`src/lgh_consts.svh`:
```
// constants for the generic host port controller: register map, fields, timing
// assumes a 200 MHz system clock and a device bus clock of one quarter of it
`ifndef LGH_CONSTS_SVH
`define LGH_CONSTS_SVH

`define LGH_CLK_NS        5
`define LGH_BUS_CLK_NS    20
`define LGH_QTR_CYC       (`LGH_BUS_CLK_NS / 4 / `LGH_CLK_NS)
`define LGH_BUS_CYC       (`LGH_BUS_CLK_NS / `LGH_CLK_NS)
`define LGH_HALF_CYC      (`LGH_BUS_CLK_NS / 2 / `LGH_CLK_NS)

`define LGH_OFS_CTRL      8'h00
`define LGH_OFS_ADDR      8'h04
`define LGH_OFS_WDATA     8'h08
`define LGH_OFS_RDATA     8'h0C
`define LGH_OFS_STATUS    8'h10

`define LGH_CTRL_START    0
`define LGH_CTRL_WRITE    1
`define LGH_CTRL_MEM      2
`define LGH_CTRL_BIG      3
`define LGH_CTRL_RELAX    4
`define LGH_CTRL_EHOLD    5
`define LGH_CTRL_ENEG     6
`define LGH_CTRL_USEACK   7
`define LGH_CTRL_WS_LO    8
`define LGH_CTRL_ACS_LO   12
`define LGH_CTRL_BINH     14
`define LGH_CTRL_DEVRST   15
`define LGH_CTRL_RESET    16'h8000

`define LGH_STAT_BUSY     0
`define LGH_STAT_DONE     1
`define LGH_STAT_FIRST    2
`define LGH_WDATA_LANE_LO 16

`endif

```
`src/lgh_pkg.sv`:
```
// types for the generic host port controller
package lgh_pkg;
  typedef enum logic [3:0] {
    LGH_IDLE    = 4'h1,
    LGH_SETUP   = 4'h2,
    LGH_ACCESS  = 4'h4,
    LGH_RELEASE = 4'h8
  } lgh_state_type;
endpackage

```
`src/lgh_host_port.sv`:
```
// host-side chip-select controller driving the generic 16-bit port of an LCD controller
// assumes software drives it over classic Wishbone; device pins come from another clock tree
`timescale 1ns/1ps
`include "lgh_consts.svh"
module lgh_host_port (
  input  wire logic        clk_i,
  input  wire logic        rst_i,
  input  wire logic        wb_cyc_i,
  input  wire logic        wb_stb_i,
  input  wire logic        wb_we_i,
  input  wire logic [7:0]  wb_adr_i,
  input  wire logic [3:0]  wb_sel_i,
  input  wire logic [31:0] wb_dat_i,
  output logic      [31:0] wb_dat_o,
  output logic             wb_ack_o,
  output logic             host_clock_o,
  output logic             dev_reset_n_o,
  output logic             endian_strap_o,
  output logic             stall_polarity_strap_o,
  output logic             bus_start_n_o,
  output logic      [16:0] host_address_bus_o,
  output logic             mem_sel_o,
  output logic             chip_select_n_o,
  output logic             low_byte_write_n_o,
  output logic             high_byte_write_n_o,
  output logic             low_byte_read_n_o,
  output logic             high_byte_read_n_o,
  output logic      [15:0] host_data_bus_o,
  output logic             host_data_bus_oe_o,
  input  wire logic [15:0] host_data_bus_i,
  input  wire logic        transfer_acknowledge_i,
  output logic             burst_inhibit_o
);
  lgh_pkg::lgh_state_type state;
  logic [15:0] ctrl;
  logic [16:0] addr;
  logic [15:0] wdata;
  logic [1:0]  lanes;
  logic [15:0] rdata;
  logic        done;
  logic        first;
  logic [1:0]  phase;
  logic        wb_hit;
  logic        wb_wr;
  logic        start_req;
  logic        tmr_load;
  logic [7:0]  tmr_count;
  logic        tmr_expired;
  logic        ack_s;
  logic [15:0] data_s;
  logic        is_write;
  logic        big;
  logic [1:0]  lanes_eff;
  logic        in_access;

  // byte swap used for data in both directions; lanes_eff swaps the lane enables on its own
  function automatic logic [15:0] swap16(input logic [15:0] d, input logic en);
    swap16 = en ? {d[7:0], d[15:8]} : d;
  endfunction

  function automatic logic [15:0] merge16(input logic [15:0] old, input logic [31:0] d,
                                          input logic [3:0] sel);
    merge16 = {sel[1] ? d[15:8] : old[15:8], sel[0] ? d[7:0] : old[7:0]};
  endfunction

  // setup length: one cycle of address, then assert delay, relaxed and hold extras
  function automatic logic [7:0] setup_len(input logic [15:0] c, input logic fst);
    logic [7:0] select_assert_delay;
    select_assert_delay = (c[`LGH_CTRL_ACS_LO+1]) ? 8'(`LGH_HALF_CYC) : (c[`LGH_CTRL_ACS_LO] ? 8'(`LGH_QTR_CYC) : 8'h00);
    setup_len = 8'h01 + select_assert_delay
              + (c[`LGH_CTRL_RELAX] ? 8'(`LGH_BUS_CYC) : 8'h00)
              + ((c[`LGH_CTRL_EHOLD] && fst) ? 8'(`LGH_BUS_CYC) : 8'h00);
  endfunction

  // early negation shortens writes only; a two-cycle read would end before synced data lands
  function automatic logic [7:0] access_len(input logic [15:0] c);
    logic [7:0] ws;
    ws = {4'h0, c[`LGH_CTRL_WS_LO+3:`LGH_CTRL_WS_LO]} + 8'h01;
    access_len = 8'(ws * `LGH_BUS_CYC) - ((c[`LGH_CTRL_ENEG] && c[`LGH_CTRL_WRITE]) ? 8'(`LGH_HALF_CYC) : 8'h00);
  endfunction

  assign is_write  = ctrl[`LGH_CTRL_WRITE];
  assign big       = ctrl[`LGH_CTRL_BIG];
  assign lanes_eff = big ? {lanes[0], lanes[1]} : lanes;
  assign in_access = (state == lgh_pkg::LGH_ACCESS);
  assign wb_hit    = wb_cyc_i && wb_stb_i && !wb_ack_o;
  assign wb_wr     = wb_hit && wb_we_i;
  assign start_req = wb_wr && (wb_adr_i == `LGH_OFS_CTRL) && wb_sel_i[0]
                   && wb_dat_i[`LGH_CTRL_START] && (state == lgh_pkg::LGH_IDLE);

  lgh_sync2 #(.WIDTH(17)) u_sync (
    .clk_i (clk_i),
    .rst_i (rst_i),
    .d_i   ({transfer_acknowledge_i, host_data_bus_i}),
    .q_o   ({ack_s, data_s})
  );

  lgh_timer #(.WIDTH(8)) u_timer (
    .clk_i     (clk_i),
    .rst_i     (rst_i),
    .load_i    (tmr_load),
    .count_i   (tmr_count),
    .expired_o (tmr_expired)
  );

  // device clock is a divided copy of ours; its pins are still synchronised as a second domain
  always_ff @(posedge clk_i) begin
    if (rst_i) begin
      phase <= 2'h0;
    end else begin
      phase <= phase + 2'h1;
    end
  end
  assign host_clock_o = ~phase[1];

  // wishbone slave: ack one cycle after the request, dropped the cycle after
  always_ff @(posedge clk_i) begin
    if (rst_i) begin
      wb_ack_o <= 1'b0;
      wb_dat_o <= 32'h0000_0000;
    end else begin
      wb_ack_o <= wb_hit;
      wb_dat_o <= 32'h0000_0000;
      if (wb_hit && !wb_we_i) begin
        if (wb_adr_i == `LGH_OFS_CTRL) begin
          wb_dat_o <= {16'h0000, ctrl};
        end else if (wb_adr_i == `LGH_OFS_ADDR) begin
          wb_dat_o <= {15'h0000, addr};
        end else if (wb_adr_i == `LGH_OFS_WDATA) begin
          wb_dat_o <= {14'h0000, lanes, wdata};
        end else if (wb_adr_i == `LGH_OFS_RDATA) begin
          wb_dat_o <= {16'h0000, rdata};
        end else if (wb_adr_i == `LGH_OFS_STATUS) begin
          wb_dat_o <= {29'h0000_0000, first, done, (state != lgh_pkg::LGH_IDLE)};
        end
      end
    end
  end

  // configuration is frozen while a cycle runs so timing cannot change mid-access
  always_ff @(posedge clk_i) begin
    if (rst_i) begin
      ctrl  <= `LGH_CTRL_RESET;
      addr  <= 17'h0_0000;
      wdata <= 16'h0000;
      lanes <= 2'h3;
    end else if (wb_wr && state == lgh_pkg::LGH_IDLE) begin
      if (wb_adr_i == `LGH_OFS_CTRL) begin
        ctrl <= merge16(ctrl, wb_dat_i, wb_sel_i) & 16'hFFFE;
      end else if (wb_adr_i == `LGH_OFS_ADDR) begin
        addr <= {wb_sel_i[2] ? wb_dat_i[16] : addr[16], merge16(addr[15:0], wb_dat_i, wb_sel_i)};
      end else if (wb_adr_i == `LGH_OFS_WDATA) begin
        wdata <= merge16(wdata, wb_dat_i, wb_sel_i);
        if (wb_sel_i[2]) begin
          lanes <= wb_dat_i[`LGH_WDATA_LANE_LO+1:`LGH_WDATA_LANE_LO];
        end
      end
    end
  end

  // extended hold applies to the first access after reset only
  always_ff @(posedge clk_i) begin
    if (rst_i) begin
      first <= 1'b1;
    end else if (state == lgh_pkg::LGH_SETUP && tmr_expired) begin
      first <= 1'b0;
    end
  end

  // done: a finishing cycle wins over a software clear in the same cycle
  always_ff @(posedge clk_i) begin
    if (rst_i) begin
      done <= 1'b0;
    end else if (state == lgh_pkg::LGH_RELEASE && !(ctrl[`LGH_CTRL_USEACK] && ack_s)) begin
      done <= 1'b1;
    end else if (wb_wr && wb_adr_i == `LGH_OFS_STATUS && wb_sel_i[0] && wb_dat_i[`LGH_STAT_DONE]) begin
      done <= 1'b0;
    end else if (start_req) begin
      done <= 1'b0;
    end
  end

  always_comb begin
    tmr_load  = 1'b0;
    tmr_count = 8'h00;
    if (start_req) begin
      tmr_load  = 1'b1;
      tmr_count = setup_len(wb_dat_i[15:0], first) - 8'h01;
    end else if (state == lgh_pkg::LGH_SETUP && tmr_expired) begin
      // counted wait states, shortened by early negation on writes only
      tmr_load  = 1'b1;
      tmr_count = access_len(ctrl) - 8'h01;
    end
  end

  always_ff @(posedge clk_i) begin
    if (rst_i) begin
      state <= lgh_pkg::LGH_IDLE;
      rdata <= 16'h0000;
    end else begin
      case (state)
        lgh_pkg::LGH_IDLE: begin
          if (start_req) begin
            state <= lgh_pkg::LGH_SETUP;
          end
        end
        lgh_pkg::LGH_SETUP: begin
          if (tmr_expired) begin
            state <= lgh_pkg::LGH_ACCESS;
          end
        end
        lgh_pkg::LGH_ACCESS: begin
          // end on acknowledge or on the wait-state count
          if (ctrl[`LGH_CTRL_USEACK] ? ack_s : tmr_expired) begin
            state <= lgh_pkg::LGH_RELEASE;
            if (!is_write) begin
              rdata <= swap16(data_s, big);
            end
          end
        end
        lgh_pkg::LGH_RELEASE: begin
          // wait for acknowledge to drop before another cycle
          if (!(ctrl[`LGH_CTRL_USEACK] && ack_s)) begin
            state <= lgh_pkg::LGH_IDLE;
          end
        end
        default: begin
          state <= lgh_pkg::LGH_IDLE;
        end
      endcase
    end
  end

  // chip select only during the strobe phase of an access
  assign chip_select_n_o     = ~in_access;
  assign low_byte_write_n_o  = ~(in_access && is_write && lanes_eff[0]);
  assign high_byte_write_n_o = ~(in_access && is_write && lanes_eff[1]);
  // one strobe drives both read enables
  assign low_byte_read_n_o   = ~(in_access && !is_write);
  assign high_byte_read_n_o  = low_byte_read_n_o;
  assign bus_start_n_o       = 1'b1;
  // burst inhibit while the region is addressed
  assign burst_inhibit_o     = ctrl[`LGH_CTRL_BINH] && (state != lgh_pkg::LGH_IDLE);
  assign stall_polarity_strap_o = 1'b1;
  assign endian_strap_o      = big;
  assign dev_reset_n_o       = ~ctrl[`LGH_CTRL_DEVRST];
  assign host_address_bus_o  = addr;
  assign mem_sel_o           = ctrl[`LGH_CTRL_MEM];
  assign host_data_bus_o     = swap16(wdata, big);
  // data stays driven through the release state past the strobe for hold
  assign host_data_bus_oe_o  = is_write && (in_access || state == lgh_pkg::LGH_RELEASE);

  // helper counters for phase-length checks
  logic [7:0] setup_cnt;
  logic [7:0] acc_cnt;
  logic [7:0] setup_exp;
  always_ff @(posedge clk_i) begin
    if (rst_i) begin
      setup_cnt <= 8'h00;
      acc_cnt   <= 8'h00;
      setup_exp <= 8'h00;
    end else begin
      setup_cnt <= (state == lgh_pkg::LGH_SETUP) ? setup_cnt + 8'h01 : 8'h00;
      acc_cnt   <= in_access ? acc_cnt + 8'h01 : 8'h00;
      if (start_req) begin
        setup_exp <= setup_len(wb_dat_i[15:0], first);
      end
    end
  end

  cs_access_a: assert property (@(posedge clk_i) disable iff (rst_i)
    !chip_select_n_o |-> (state == lgh_pkg::LGH_ACCESS) && $past(state) != lgh_pkg::LGH_IDLE)
    else $error("chip select outside access");
  rd_pair_a: assert property (@(posedge clk_i) disable iff (rst_i)
    (low_byte_read_n_o == high_byte_read_n_o) && (low_byte_read_n_o || (!chip_select_n_o && !is_write)))
    else $error("read enables split");
  we_low_a: assert property (@(posedge clk_i) disable iff (rst_i)
    in_access && is_write && lanes_eff[0] |-> !low_byte_write_n_o && !low_byte_read_n_o == 1'b0)
    else $error("low write enable missing");
  we_high_a: assert property (@(posedge clk_i) disable iff (rst_i)
    $rose(in_access) && is_write && lanes_eff[1] |-> !high_byte_write_n_o [*2])
    else $error("high write enable missing");
  setup_len_a: assert property (@(posedge clk_i) disable iff (rst_i)
    $rose(in_access) |-> setup_cnt == setup_exp)
    else $error("setup length wrong");
  wait_len_a: assert property (@(posedge clk_i) disable iff (rst_i)
    $fell(in_access) && !ctrl[`LGH_CTRL_USEACK] |-> $past(acc_cnt) == access_len(ctrl) - 8'h01)
    else $error("wait state count wrong");
  ack_gap_a: assert property (@(posedge clk_i) disable iff (rst_i)
    state == lgh_pkg::LGH_RELEASE && ctrl[`LGH_CTRL_USEACK] && ack_s |=> state != lgh_pkg::LGH_IDLE)
    else $error("new cycle before acknowledge drop");
  bus_start_a: assert property (@(posedge clk_i) disable iff (rst_i)
    bus_start_n_o && stall_polarity_strap_o)
    else $error("bus start not high");
  burst_inh_a: assert property (@(posedge clk_i) disable iff (rst_i)
    in_access && ctrl[`LGH_CTRL_BINH] |-> burst_inhibit_o)
    else $error("burst inhibit missing");
  setup_end_a: assert property (@(posedge clk_i) disable iff (rst_i)
    $rose(state == lgh_pkg::LGH_SETUP) |-> ##[1:12] in_access)
    else $error("setup overran");
  addr_hold_a: assert property (@(posedge clk_i) disable iff (rst_i)
    state != lgh_pkg::LGH_IDLE && $past(state) != lgh_pkg::LGH_IDLE
    |-> $stable(host_address_bus_o) && $stable(mem_sel_o))
    else $error("address moved during cycle");
  rd_float_a: assert property (@(posedge clk_i) disable iff (rst_i)
    !low_byte_read_n_o |-> !host_data_bus_oe_o)
    else $error("bus driven during read");
  done_end_a: assert property (@(posedge clk_i) disable iff (rst_i)
    state == lgh_pkg::LGH_RELEASE && !(ctrl[`LGH_CTRL_USEACK] && ack_s) |=> done && state == lgh_pkg::LGH_IDLE)
    else $error("cycle end not reported");

  read_cov_c: cover property (@(posedge clk_i) disable iff (rst_i) $fell(in_access) && !is_write);
  write_cov_c: cover property (@(posedge clk_i) disable iff (rst_i) $fell(in_access) && is_write);
  ack_cov_c: cover property (@(posedge clk_i) disable iff (rst_i) in_access && ack_s && ctrl[`LGH_CTRL_USEACK]);
  eneg_cov_c: cover property (@(posedge clk_i) disable iff (rst_i) $fell(in_access) && is_write && ctrl[`LGH_CTRL_ENEG]);
endmodule // lgh_host_port

```
`src/lgh_sync2.sv`:
```
// two-flop synchroniser for pins coming from the device
// assumes the data bus is stable whenever the acknowledge is seen, so both stay aligned
`timescale 1ns/1ps
module lgh_sync2 #(
  parameter int WIDTH = 1
) (
  input  wire logic             clk_i,
  input  wire logic             rst_i,
  input  wire logic [WIDTH-1:0] d_i,
  output logic      [WIDTH-1:0] q_o
);
  logic [WIDTH-1:0] meta;

  always_ff @(posedge clk_i) begin
    if (rst_i) begin
      meta <= '0;
      q_o  <= '0;
    end else begin
      meta <= d_i;
      q_o  <= meta;
    end
  end
endmodule // lgh_sync2

```
`src/lgh_timer.sv`:
```
// down counter for cycle-accurate phase lengths; load n-1 for a phase of n cycles
// assumes load_i is a single-cycle pulse from the sequencer
`timescale 1ns/1ps
module lgh_timer #(
  parameter int WIDTH = 8
) (
  input  wire logic             clk_i,
  input  wire logic             rst_i,
  input  wire logic             load_i,
  input  wire logic [WIDTH-1:0] count_i,
  output logic                  expired_o
);
  logic [WIDTH-1:0] cnt;

  always_ff @(posedge clk_i) begin
    if (rst_i) begin
      cnt <= '0;
    end else if (load_i) begin
      cnt <= count_i;
    end else if (cnt != '0) begin
      cnt <= cnt - 1'b1;
    end
  end

  assign expired_o = (cnt == '0);
endmodule // lgh_timer

```
`config.mk`:
```
export PLATFORM = sky130hd
export DESIGN_NAME = lgh_host_port
export DESIGN_NICKNAME = d
export VERILOG_FILES = /design/src/lgh_pkg.sv /design/src/lgh_host_port.sv /design/src/lgh_sync2.sv /design/src/lgh_timer.sv
export VERILOG_INCLUDE_DIRS = /design/src
export SDC_FILE = /design/constraint.sdc
export NUM_CORES = 1
export LEC_CHECK = 0
export BUFFER_PORTS_ARGS = -buffer_cell sky130_fd_sc_hd__clkbuf_2
export CORE_MARGIN = 3
export CORE_UTILIZATION = 48
export DETAILED_ROUTE_END_ITERATION = 16
export HOLD_SLACK_MARGIN = 0.08
export PLACE_DENSITY = 0.72
export SYNTH_ARGS = -nofsm -noshare
export SYNTH_HDL_FRONTEND = slang
export SYNTH_SLANG_ARGS = --single-unit
```
`constraint.sdc`:
```
create_clock -name clk_i -period 2 [get_ports clk_i]
set_input_delay 0.5 -clock clk_i [delete_from_list [all_inputs] [get_ports clk_i]]
set_output_delay 0.5 -clock clk_i [all_outputs]
set_load 0.01 [all_outputs]
```
After elaboration in Yosys (flattened, before gate mapping)
Index checks and enable logic that the tools add are counted.

storage, ports and cells
  input port bits = 66
  logic and storage cells = 129
  register bits = 149

operators by class
  $add $sub $neg = 9
  muxes and demuxes = 28
  eq/ne operators = 13
  bitwise operators = 10
  reductions and logical operators = 47

operator list
  kind                   number
  $mux W16               4
  $mux W8                4
  $sub A8 B1 Y8 const B  3
  $logic_and A1 B1 Y1    23
  $mux W18               1
  $mux W17               1
  $eq A8 B4 Y1 const B   2
  $logic_not A8 Y1       2
  $mux W4                4
  $pmux W4 S4            1
  $reduce_and A4 Y1      4
  $reduce_and A5 Y1      3
  $not A1 Y1             10
  $mux W3                3
  $reduce_and A3 Y1      3
  $eq A8 B3 Y1 const B   1
  $eq A8 B5 Y1 const B   1
  $reduce_bool A8 Y1     1
  $sub A7 B2 Y8          1
  $mux W1                7
  $mux W2                3
  $ne A2 B2 Y1 const B   3
  $reduce_or A6 Y1       1
  $add A4 B1 Y5 const B  1
  other kinds (17)       20

Longest topological paths before layout
Gate-level depths: netlist (run 1).

  depth in word-level cells = 10
  gate-level depth with buffers = 8
  mapped depth without buffers = 7

Hierarchy
Synthesis (run 1) repeated with hierarchy kept, for this count alone.

second synthesis, totals
  cells, all modules = 653
  area total of the unflattened synthesis = 6105.9 um2

modules (own cells, without submodules)
  module         seq. area each (um2)  cells each  area each (um2)  times used
  lgh_host_port  1861.8                529         4693.3           1
  lgh_sync2      680.7                 71          937.1            1
  lgh_timer      160.2                 53          475.5            1

Worst setup path after synthesis (run 1)
OpenSTA, ideal clock, no wires.

  path type = reg2out
  start = reg ctrl[3]
  end = out host_data_bus_o[0]
  arrival = 1.490 ns
  slack = 0.010 ns
  buffers on the path = 2
  cell stages (with the launch flop) = 4
  cell sequence = dfxtp_1 -> clkbuf_1 -> clkbuf_1 -> mux2_2

between the ends
  longest elaborated chain between the ends = 1

RTL lines
  item                    RTL line              text
  from (decl)             lgh_host_port.sv:35   logic [15:0] ctrl;
  from (signal assigned)  lgh_host_port.sv:143  ctrl <= `LGH_CTRL_RESET;
  from (signal assigned)  lgh_host_port.sv:149  ctrl <= merge16(ctrl, wb_dat_i, wb_sel_i) & 16'hFFFE;
  $mux W16                lgh_host_port.sv:58   swap16 = en ? {d[7:0], d[15:8]} : d;
  to (decl)               lgh_host_port.sv:28   output logic [15:0] host_data_bus_o,

No other way between the ends.

Worst setup path after layout (run 1)
  start = reg state[2]
  end = out host_data_bus_oe_o

between the ends
  longest elaborated chain between the ends = 3
  elaborated cells on any way between the ends = 4
  those cells by class = eq/ne: 2; reduce/logical: 2

RTL lines
  item                                          RTL line                                   text
  from (decl)                                   lgh_host_port.sv:34                        lgh_pkg::lgh_state_type state;
  from (signal assigned)                        lgh_host_port.sv:198                       state <= lgh_pkg::LGH_IDLE;
  from (signal assigned)                        lgh_host_port.sv:204                       state <= lgh_pkg::LGH_SETUP;
  from (signal assigned)                        lgh_host_port.sv:209                       state <= lgh_pkg::LGH_ACCESS;
  $eq A4 B3 Y1 or $eq A4 B4 Y1 (tied branches)  lgh_host_port.sv:85, lgh_host_port.sv:251
  $logic_or A1 B1 Y1 (*)                        lgh_host_port.sv:251                       assign host_data_bus_oe_o = is_write && (in_access || state == lgh_pkg::LGH_RELEASE);
  $logic_and A1 B1 Y1 (*)                       lgh_host_port.sv:251
  to (decl)                                     lgh_host_port.sv:29                        output logic host_data_bus_oe_o,

Mark *: on every way between the ends. The rest lies on a longest branch, timed or not.

==> results.md, run 1 <==
- DR WL/cell: 16.7 um
- Most common cell after layout, fill and taps aside: dfxtp_1
- Global-route wire length before repair: 25500 um
- Crit path arrival time: 1.59 ns
- Setup TNS: -0.230 ns
- Diodes inserted: 0
- Peak supply drop: 767 uV
- Max layer used: met4
- H-tree level count: 4
- Netlist cell types: 61
- Worst Path Required: 1.50 ns
- Routed met1 length: 6790 um
- Total Wirelength: 16700 um
- Synth warnings: 0
- Hold Path Depth: 2
- Share of the synthesized area in the top cell type: 45.5%
- Worst Max-Slew Pin Slew: 0.713 ns
- DR WL met2: 8180 um
- # IOs: 145
- Total core area: 11800 um^2
- Drc violations: 0
- Final hold slack: 0.294 ns
- Clk sinks: 135
- Critical Path End Type: primary output
- Max-slew violations: 0
- Setup ws final: -0.0913 ns
- Syn Area/Cell: 8.70 um^2
- Total Nets Final: 896
- Cells after Synth: 683
- R2r worst-path depth: 5
- Ratio of cells with drive above 1 in the final layout: 29.3%
- Total GRT Usage: 24.2%
- DIE AREA: 13700 um^2
- DP HPWL: 11700 um
- FP Rows: 39
- Clk slew on worst S/H paths: 0.05 ns
- Final-report hold violation count: 0
- DRT Pass-1 Iters: 5
- Fmax: 0.478 GHz
- Leak: 2.95 nW
- Part of the Yosys area used for sequential elements: 45.5%
- Most frequent cells in the layout: dfxtp_1 (130), clkbuf_2 (105), nand2_1 (97), a21oi_1 (73), buf_4 (46)
- Status: finished with violations
- Routed met3 length: 1330 um
- Die extent in x: 117 um
- Internal reg-to-reg setup slack: 0.03 ns
- ANT nets after route: 0
- RSZ-0062 raised after global routing: true
- Clock Tree Root: clkbuf_16
- Commonest register cell after synthesis: dfxtp_1
- Vias in the first global route: 4995
- CTS Buffer Depth: 2
- RePlAce Congestion: 0.966
- Area contributors post-synth: dfxtp_1 (46%), a21oi_1 (6.3%), nand2_1 (6.1%)
- Number of synthesized flops with an enable pin: 0
- I/O Buffers: 113
- Starting density of the core: 50.5%
- Final Critical Period: 2.09 ns
- Grt ovf: 0
- Worst min path class: input pin to flop
- FF+latch count, synth: 135
- Critical path peak fanout: 5
- P&R area growth vs syn: 29.2%
- Largest net degree at the start of global routing: 118
- Clock skew: 0.00736 ns
- Worst-Skew Late Latency: 0.42 ns
- PwrDens: 883 nW/um^2
- Failing checks: setup timing
- Die height: 117 um
- Total CTS buffers: 17
- DR vias: 5437
- CTS tree: built
- Number of hold buffers added after cts: 0
- Worst Path Class, Setup: flop to primary output
- Crit start category: flop
- Initial antenna violation count: 0
- Mapped cell area: 5940 um^2
- Setup Viol. Count Final: 4
- Area leader, netlist: dfxtp_1
- Fin crit share: 105%
- Asr flop ratio synth: 0%
- # Max-Cap Violations: 0
- Number of DRC markers in iteration 0: 577
- Vias per cell: 5.44
- Slew headroom: 51.8%
worst max-delay path: stages (launching register included):
cell and delay [ns]:
dfxtp_4 0.36, buf_4 0.13, nand2b_1 0.20, a21oi_2 0.20
and2_1 0.16, clkbuf_2 0.13
where the power goes:
group          total, mW  internal (mW)  switching, mW
clock               2.95           1.84           1.11
combinational      0.952          0.440          0.512
sequential          2.88           2.78         0.0939
Yosys cell counts (3+ instances only):
master    number
dfxtp_1      135
nand2_1       97
a21oi_1       75
nor2_1        45
o21ai_0       44
nor2b_1       38
mux2i_1       31
clkbuf_1      30
buf_4         20
mux2_2        18
nor3_1        17
a211oi_1      16
nand3_1       12
inv_1          9
and2_1         8
nand2b_1       7
a31oi_1        6
a211o_1        4
and3_1         4
ha_1           4
nor4_1         4
xnor2_1        4
buf_2          3
nand4_1        3
nor2_4         3
xor2_1         3
repair_timing:
action,in CTS,in global routing
gates resized for setup,11,28
pin swaps,3,1
buffers inserted,6,3
endpoints found under the setup margin,24,18
cloned,2,1
flip-flops by register name (all words and copies together), names as in the netlist:
name	flops
u_timer.cnt	8
wb_dat_o	18
wb_ack_o	1
done	1
lanes	2
first	1
rdata	16
wdata	16
u_sync.q_o	17
ctrl	15
u_sync.meta	17
phase	2
state	4
host_address_bus_o	17
stage by stage:
| stage | instance area, um^2 | utilization [%] | std cells | setup WS [ns] | power [mW] |
|---|---|---|---|---|---|
| 4_1_cts | 7520 | 64.0 | 996 | -0.0967 | 6.70 |
| 3_3_place_gp | 6840 | 58.2 | 959 | 0.0194 | 3.73 |
| 5_1_grt | 7670 | 65.3 | 1000 | -0.152 | 7.03 |
| 2_1_floorplan | 5990 | - | 697 | 0.00952 | 3.50 |
| 6_report | 7670 | 65.3 | 1000 | -0.0913 | 6.78 |
| 3_5_place_dp | 6840 | 58.2 | 959 | -0.0452 | 3.75 |
area by class of cell:
cell class	instances	area, um^2
Fill cell	951	4090
Multi-Input combinational cell	497	3040
Sequential cell	135	2720
Timing Repair Buffer	166	1130
Clock buffer	20	447
Tap cell	164	205
Clock inverter	9	105
Inverter	9	33.8
routing by layer:
metal	track usage, %	vias to the layer above
met3	5.04	36
li1	-	2626
met5	0	-
met1	30.2	2522
met2	41.0	253
met4	9.56	0
worst paths after layout:
kind                         startpoint                     endpoint
max reg2reg       state[0]$_SDFFE_PP1P_  u_timer.cnt[7]$_SDFFE_PP0P_
max               state[2]$_SDFFE_PP0P_           host_data_bus_oe_o
min                 host_data_bus_i[12]   u_sync.meta[12]$_SDFF_PP0_
min reg2reg  u_sync.meta[12]$_SDFF_PP0_    u_sync.q_o[12]$_SDFF_PP0_
cells by family after synthesis:
logic type | share of synthesized area (%)
compound gates | 15.3
xor+xnor | 1.03
fa+ha+maj | 0.843
buf+inv | 5.56
flops | 45.5
mux | 8.64
other cells | 0.126
simple gates | 23.0
Power figures use the tool's default switching activity.
==> run 2: changes to the inputs <==
--- a/config.mk
+++ b/config.mk
@@ -8,10 +8,10 @@
 export LEC_CHECK = 0
 export BUFFER_PORTS_ARGS = -buffer_cell sky130_fd_sc_hd__clkbuf_2
 export CORE_MARGIN = 3
-export CORE_UTILIZATION = 48
+export CORE_UTILIZATION = 53
 export DETAILED_ROUTE_END_ITERATION = 16
 export HOLD_SLACK_MARGIN = 0.08
-export PLACE_DENSITY = 0.72
+export PLACE_DENSITY = 0.75
 export SYNTH_ARGS = -nofsm -noshare
 export SYNTH_HDL_FRONTEND = slang
 export SYNTH_SLANG_ARGS = --single-unit
==> constraint.sdc (replaced) <==
create_clock -name clk_i -period 2.22 [get_ports clk_i]
set_input_delay 0.555 -clock clk_i [delete_from_list [all_inputs] [get_ports clk_i]]
set_output_delay 0.555 -clock clk_i [all_outputs]
set_load 0.01 [all_outputs]
==> run 2 against run 1 <==
Compared with the run above:
- the run still ends with setup timing left
- first-iteration DRC count shrank 31%
- sequential power is 10% lower
- die area shrank 9.0%
- clock skew shrank 0.0017 ns
- via count is 2.0% lower
- utilization grew 2.5 points
- power decreased by 7.1%
- cell area fell by 3.8%
- critical endpoint is now burst_inhibit_o
- largest cell class unchanged
- largest power group unchanged
==> results.md, run 2 (synthesized netlist as in run 1, its figures left out) <==
- Crit start category: flop
- Worst min path class: input pin to flop
- DRT Pass-1 Iters: 5
- Met3 GRT Util: 5.65%
- Number of hold buffers added after cts: 0
- Fillers: 871
- Diodes inserted: 0
- Clk slew on worst S/H paths: 0.06 ns
- GR Util met2: 41.4%
- Peak supply drop: 527 uV
- Global-route wire length before repair: 25600 um
- Fin cells: 958
- Slowest CP cell: or4b_4
- Most frequent cells in the layout: dfxtp_1 (130), clkbuf_2 (112), nand2_1 (97), a21oi_1 (74), nor2_1 (45)
- Max reg flops: 18
- Leak: 2.84 nW
- Total CTS buffers: 17
- # Max-Cap Violations: 0
- Hold Crit Start: host_data_bus_i[0]
- Fmax: 0.444 GHz
- DP HPWL: 11200 um
- P&R area growth vs syn: 24.2%
- # IOs: 145
- Fin crit share: 101%
- FP Rows: 38
- H-tree level count: 4
- Met1 usage: 32.8%
- Dpl cells: 921
- Worst Max-Slew Pin Slew: 0.634 ns
- Setup TNS: -0.0324 ns
- Crit path arrival time: 1.70 ns
- GRT busiest layer: met2
- Total GRT Usage: 25.5%
- Clock Tree Root: clkbuf_8
- Grt ovf: 0
- Critical path buffers and inverters: 1
- CP startpoint: state[1]$_SDFFE_PP0P_
- RSZ-0062 raised after global routing: true
- RePlAce Congestion: 0.937
- Final Critical Period: 2.25 ns
- Die height: 112 um
- DR WL/cell: 16.4 um
- Max-slew violations: 0
- Slew headroom: 57.4%
- Number of DRC markers in iteration 0: 400
- Setup ws final: -0.0324 ns
- Worst Path Required: 1.66 ns
- Die extent in x: 112 um
- Total Wirelength: 15700 um
- Largest net degree at the start of global routing: 118
- I/O Buffers: 113
- Critical path peak fanout: 5
- CTS Buffer Depth: 2
- Kind of cell adding the most delay to the critical path: simple AND/OR/NAND/NOR gates
- ANT nets after route: 0
- Final-report hold violation count: 0
- DR vias: 5328
- Clock skew: 0.00571 ns
- DIE AREA: 12500 um^2
- Largest reg by FF count: wb_dat_o
- Total Nets Final: 876
- Drc violations: 0
- Starting density of the core: 54.6%
- Status: finished with violations
- Vias in the first global route: 5094
- Failing checks: setup timing
- Worst Path Class, Setup: flop to primary output
- Clk sinks: 135
- Most common cell after layout, fill and taps aside: dfxtp_1
- Worst-Skew Late Latency: 0.52 ns
- Ratio of cells with drive above 1 in the final layout: 26.7%
- PwrDens: 853 nW/um^2
- Crit path cell chain: or4b_4 -> and2_4 -> clkbuf_2
- CTS tree: built
- Setup Viol. Count Final: 1
- Critical Path End Type: primary output
- FF-to-FF Start: u_timer.cnt[0]$_SDFFE_PP0P_
- Total core area: 10900 um^2
- Final hold slack: 0.245 ns
- Max incr delay on CP: 0.54 ns
- Initial antenna violation count: 0
- Vias per cell: 5.56
## run 2: cell count changes in the layout (fill, tap and decap cells not counted), moves of 3 or more
| cell | previous run | this run |
|---|---|---|
| nand3_1 | 9 | 12 |
| buf_12 | 5 | 2 |
| clkbuf_2 | 105 | 112 |
| buf_6 | 6 | 0 |
| buf_4 | 46 | 31 |
| nand3_2 | 5 | 2 |
| bufinv_16 | 2 | 5 |
## run 2: final timing paths
check	depth (start not counted)	slack, ns	endpoint
min	2	0.24	u_sync.meta[0]$_SDFF_PP0_
min reg2reg	1	0.44	u_sync.q_o[5]$_SDFF_PP0_
max reg2reg	8	0.18	rdata[9]$_SDFFE_PP0P_
max	3	-0.03	burst_inhibit_o
## run 2: where the power goes
group / switching [mW] / internal (mW) / total [mW] / leakage, nW
clock: 1.03 / 1.93 / 2.96 / 0.298
combinational: 0.407 / 0.338 / 0.745 / 1.44
sequential: 0.0825 / 2.51 / 2.59 / 1.10
total: 1.52 / 4.78 / 6.30 / 2.84
## run 2: what timing repair did
action                                  CTS  global route
gates resized for setup                  12             1
endpoints found under the setup margin   26            16
setup buffers                             3             3
pin swaps                                 2             2
## run 2: layer usage
layer,up-vias,share of wire (%)
li1,2583,-
met1,2479,43
met2,231,48
met3,35,6.3
met4,0,2.7
met5,-,0
## run 2: area by class of cell
| type | count | area, um^2 | share of cell area [%] |
|---|---|---|---|
| repair buffers | 146 | 848 | 11.5 |
| inverters | 9 | 33.8 | 0.458 |
| clock buffers | 19 | 422 | 5.71 |
| well taps | 140 | 175 | 2.37 |
| multi-input cells | 497 | 2980 | 40.4 |
| clock inverters | 12 | 201 | 2.73 |
| flip-flops and latches | 135 | 2720 | 36.8 |
## run 2: stage by stage
stage | utilization, % | area (um^2) | setup WS [ns] | power [mW]
global placement | 61.2 | 6670 | 0.0886 | 3.32
finish | 67.8 | 7380 | -0.0324 | 6.30
detailed placement | 61.2 | 6670 | 0.0145 | 3.34
floorplan | - | 5990 | 0.175 | 3.16
global route | 67.8 | 7380 | -0.0600 | 6.53
CTS | 67.5 | 7350 | -0.0378 | 6.30
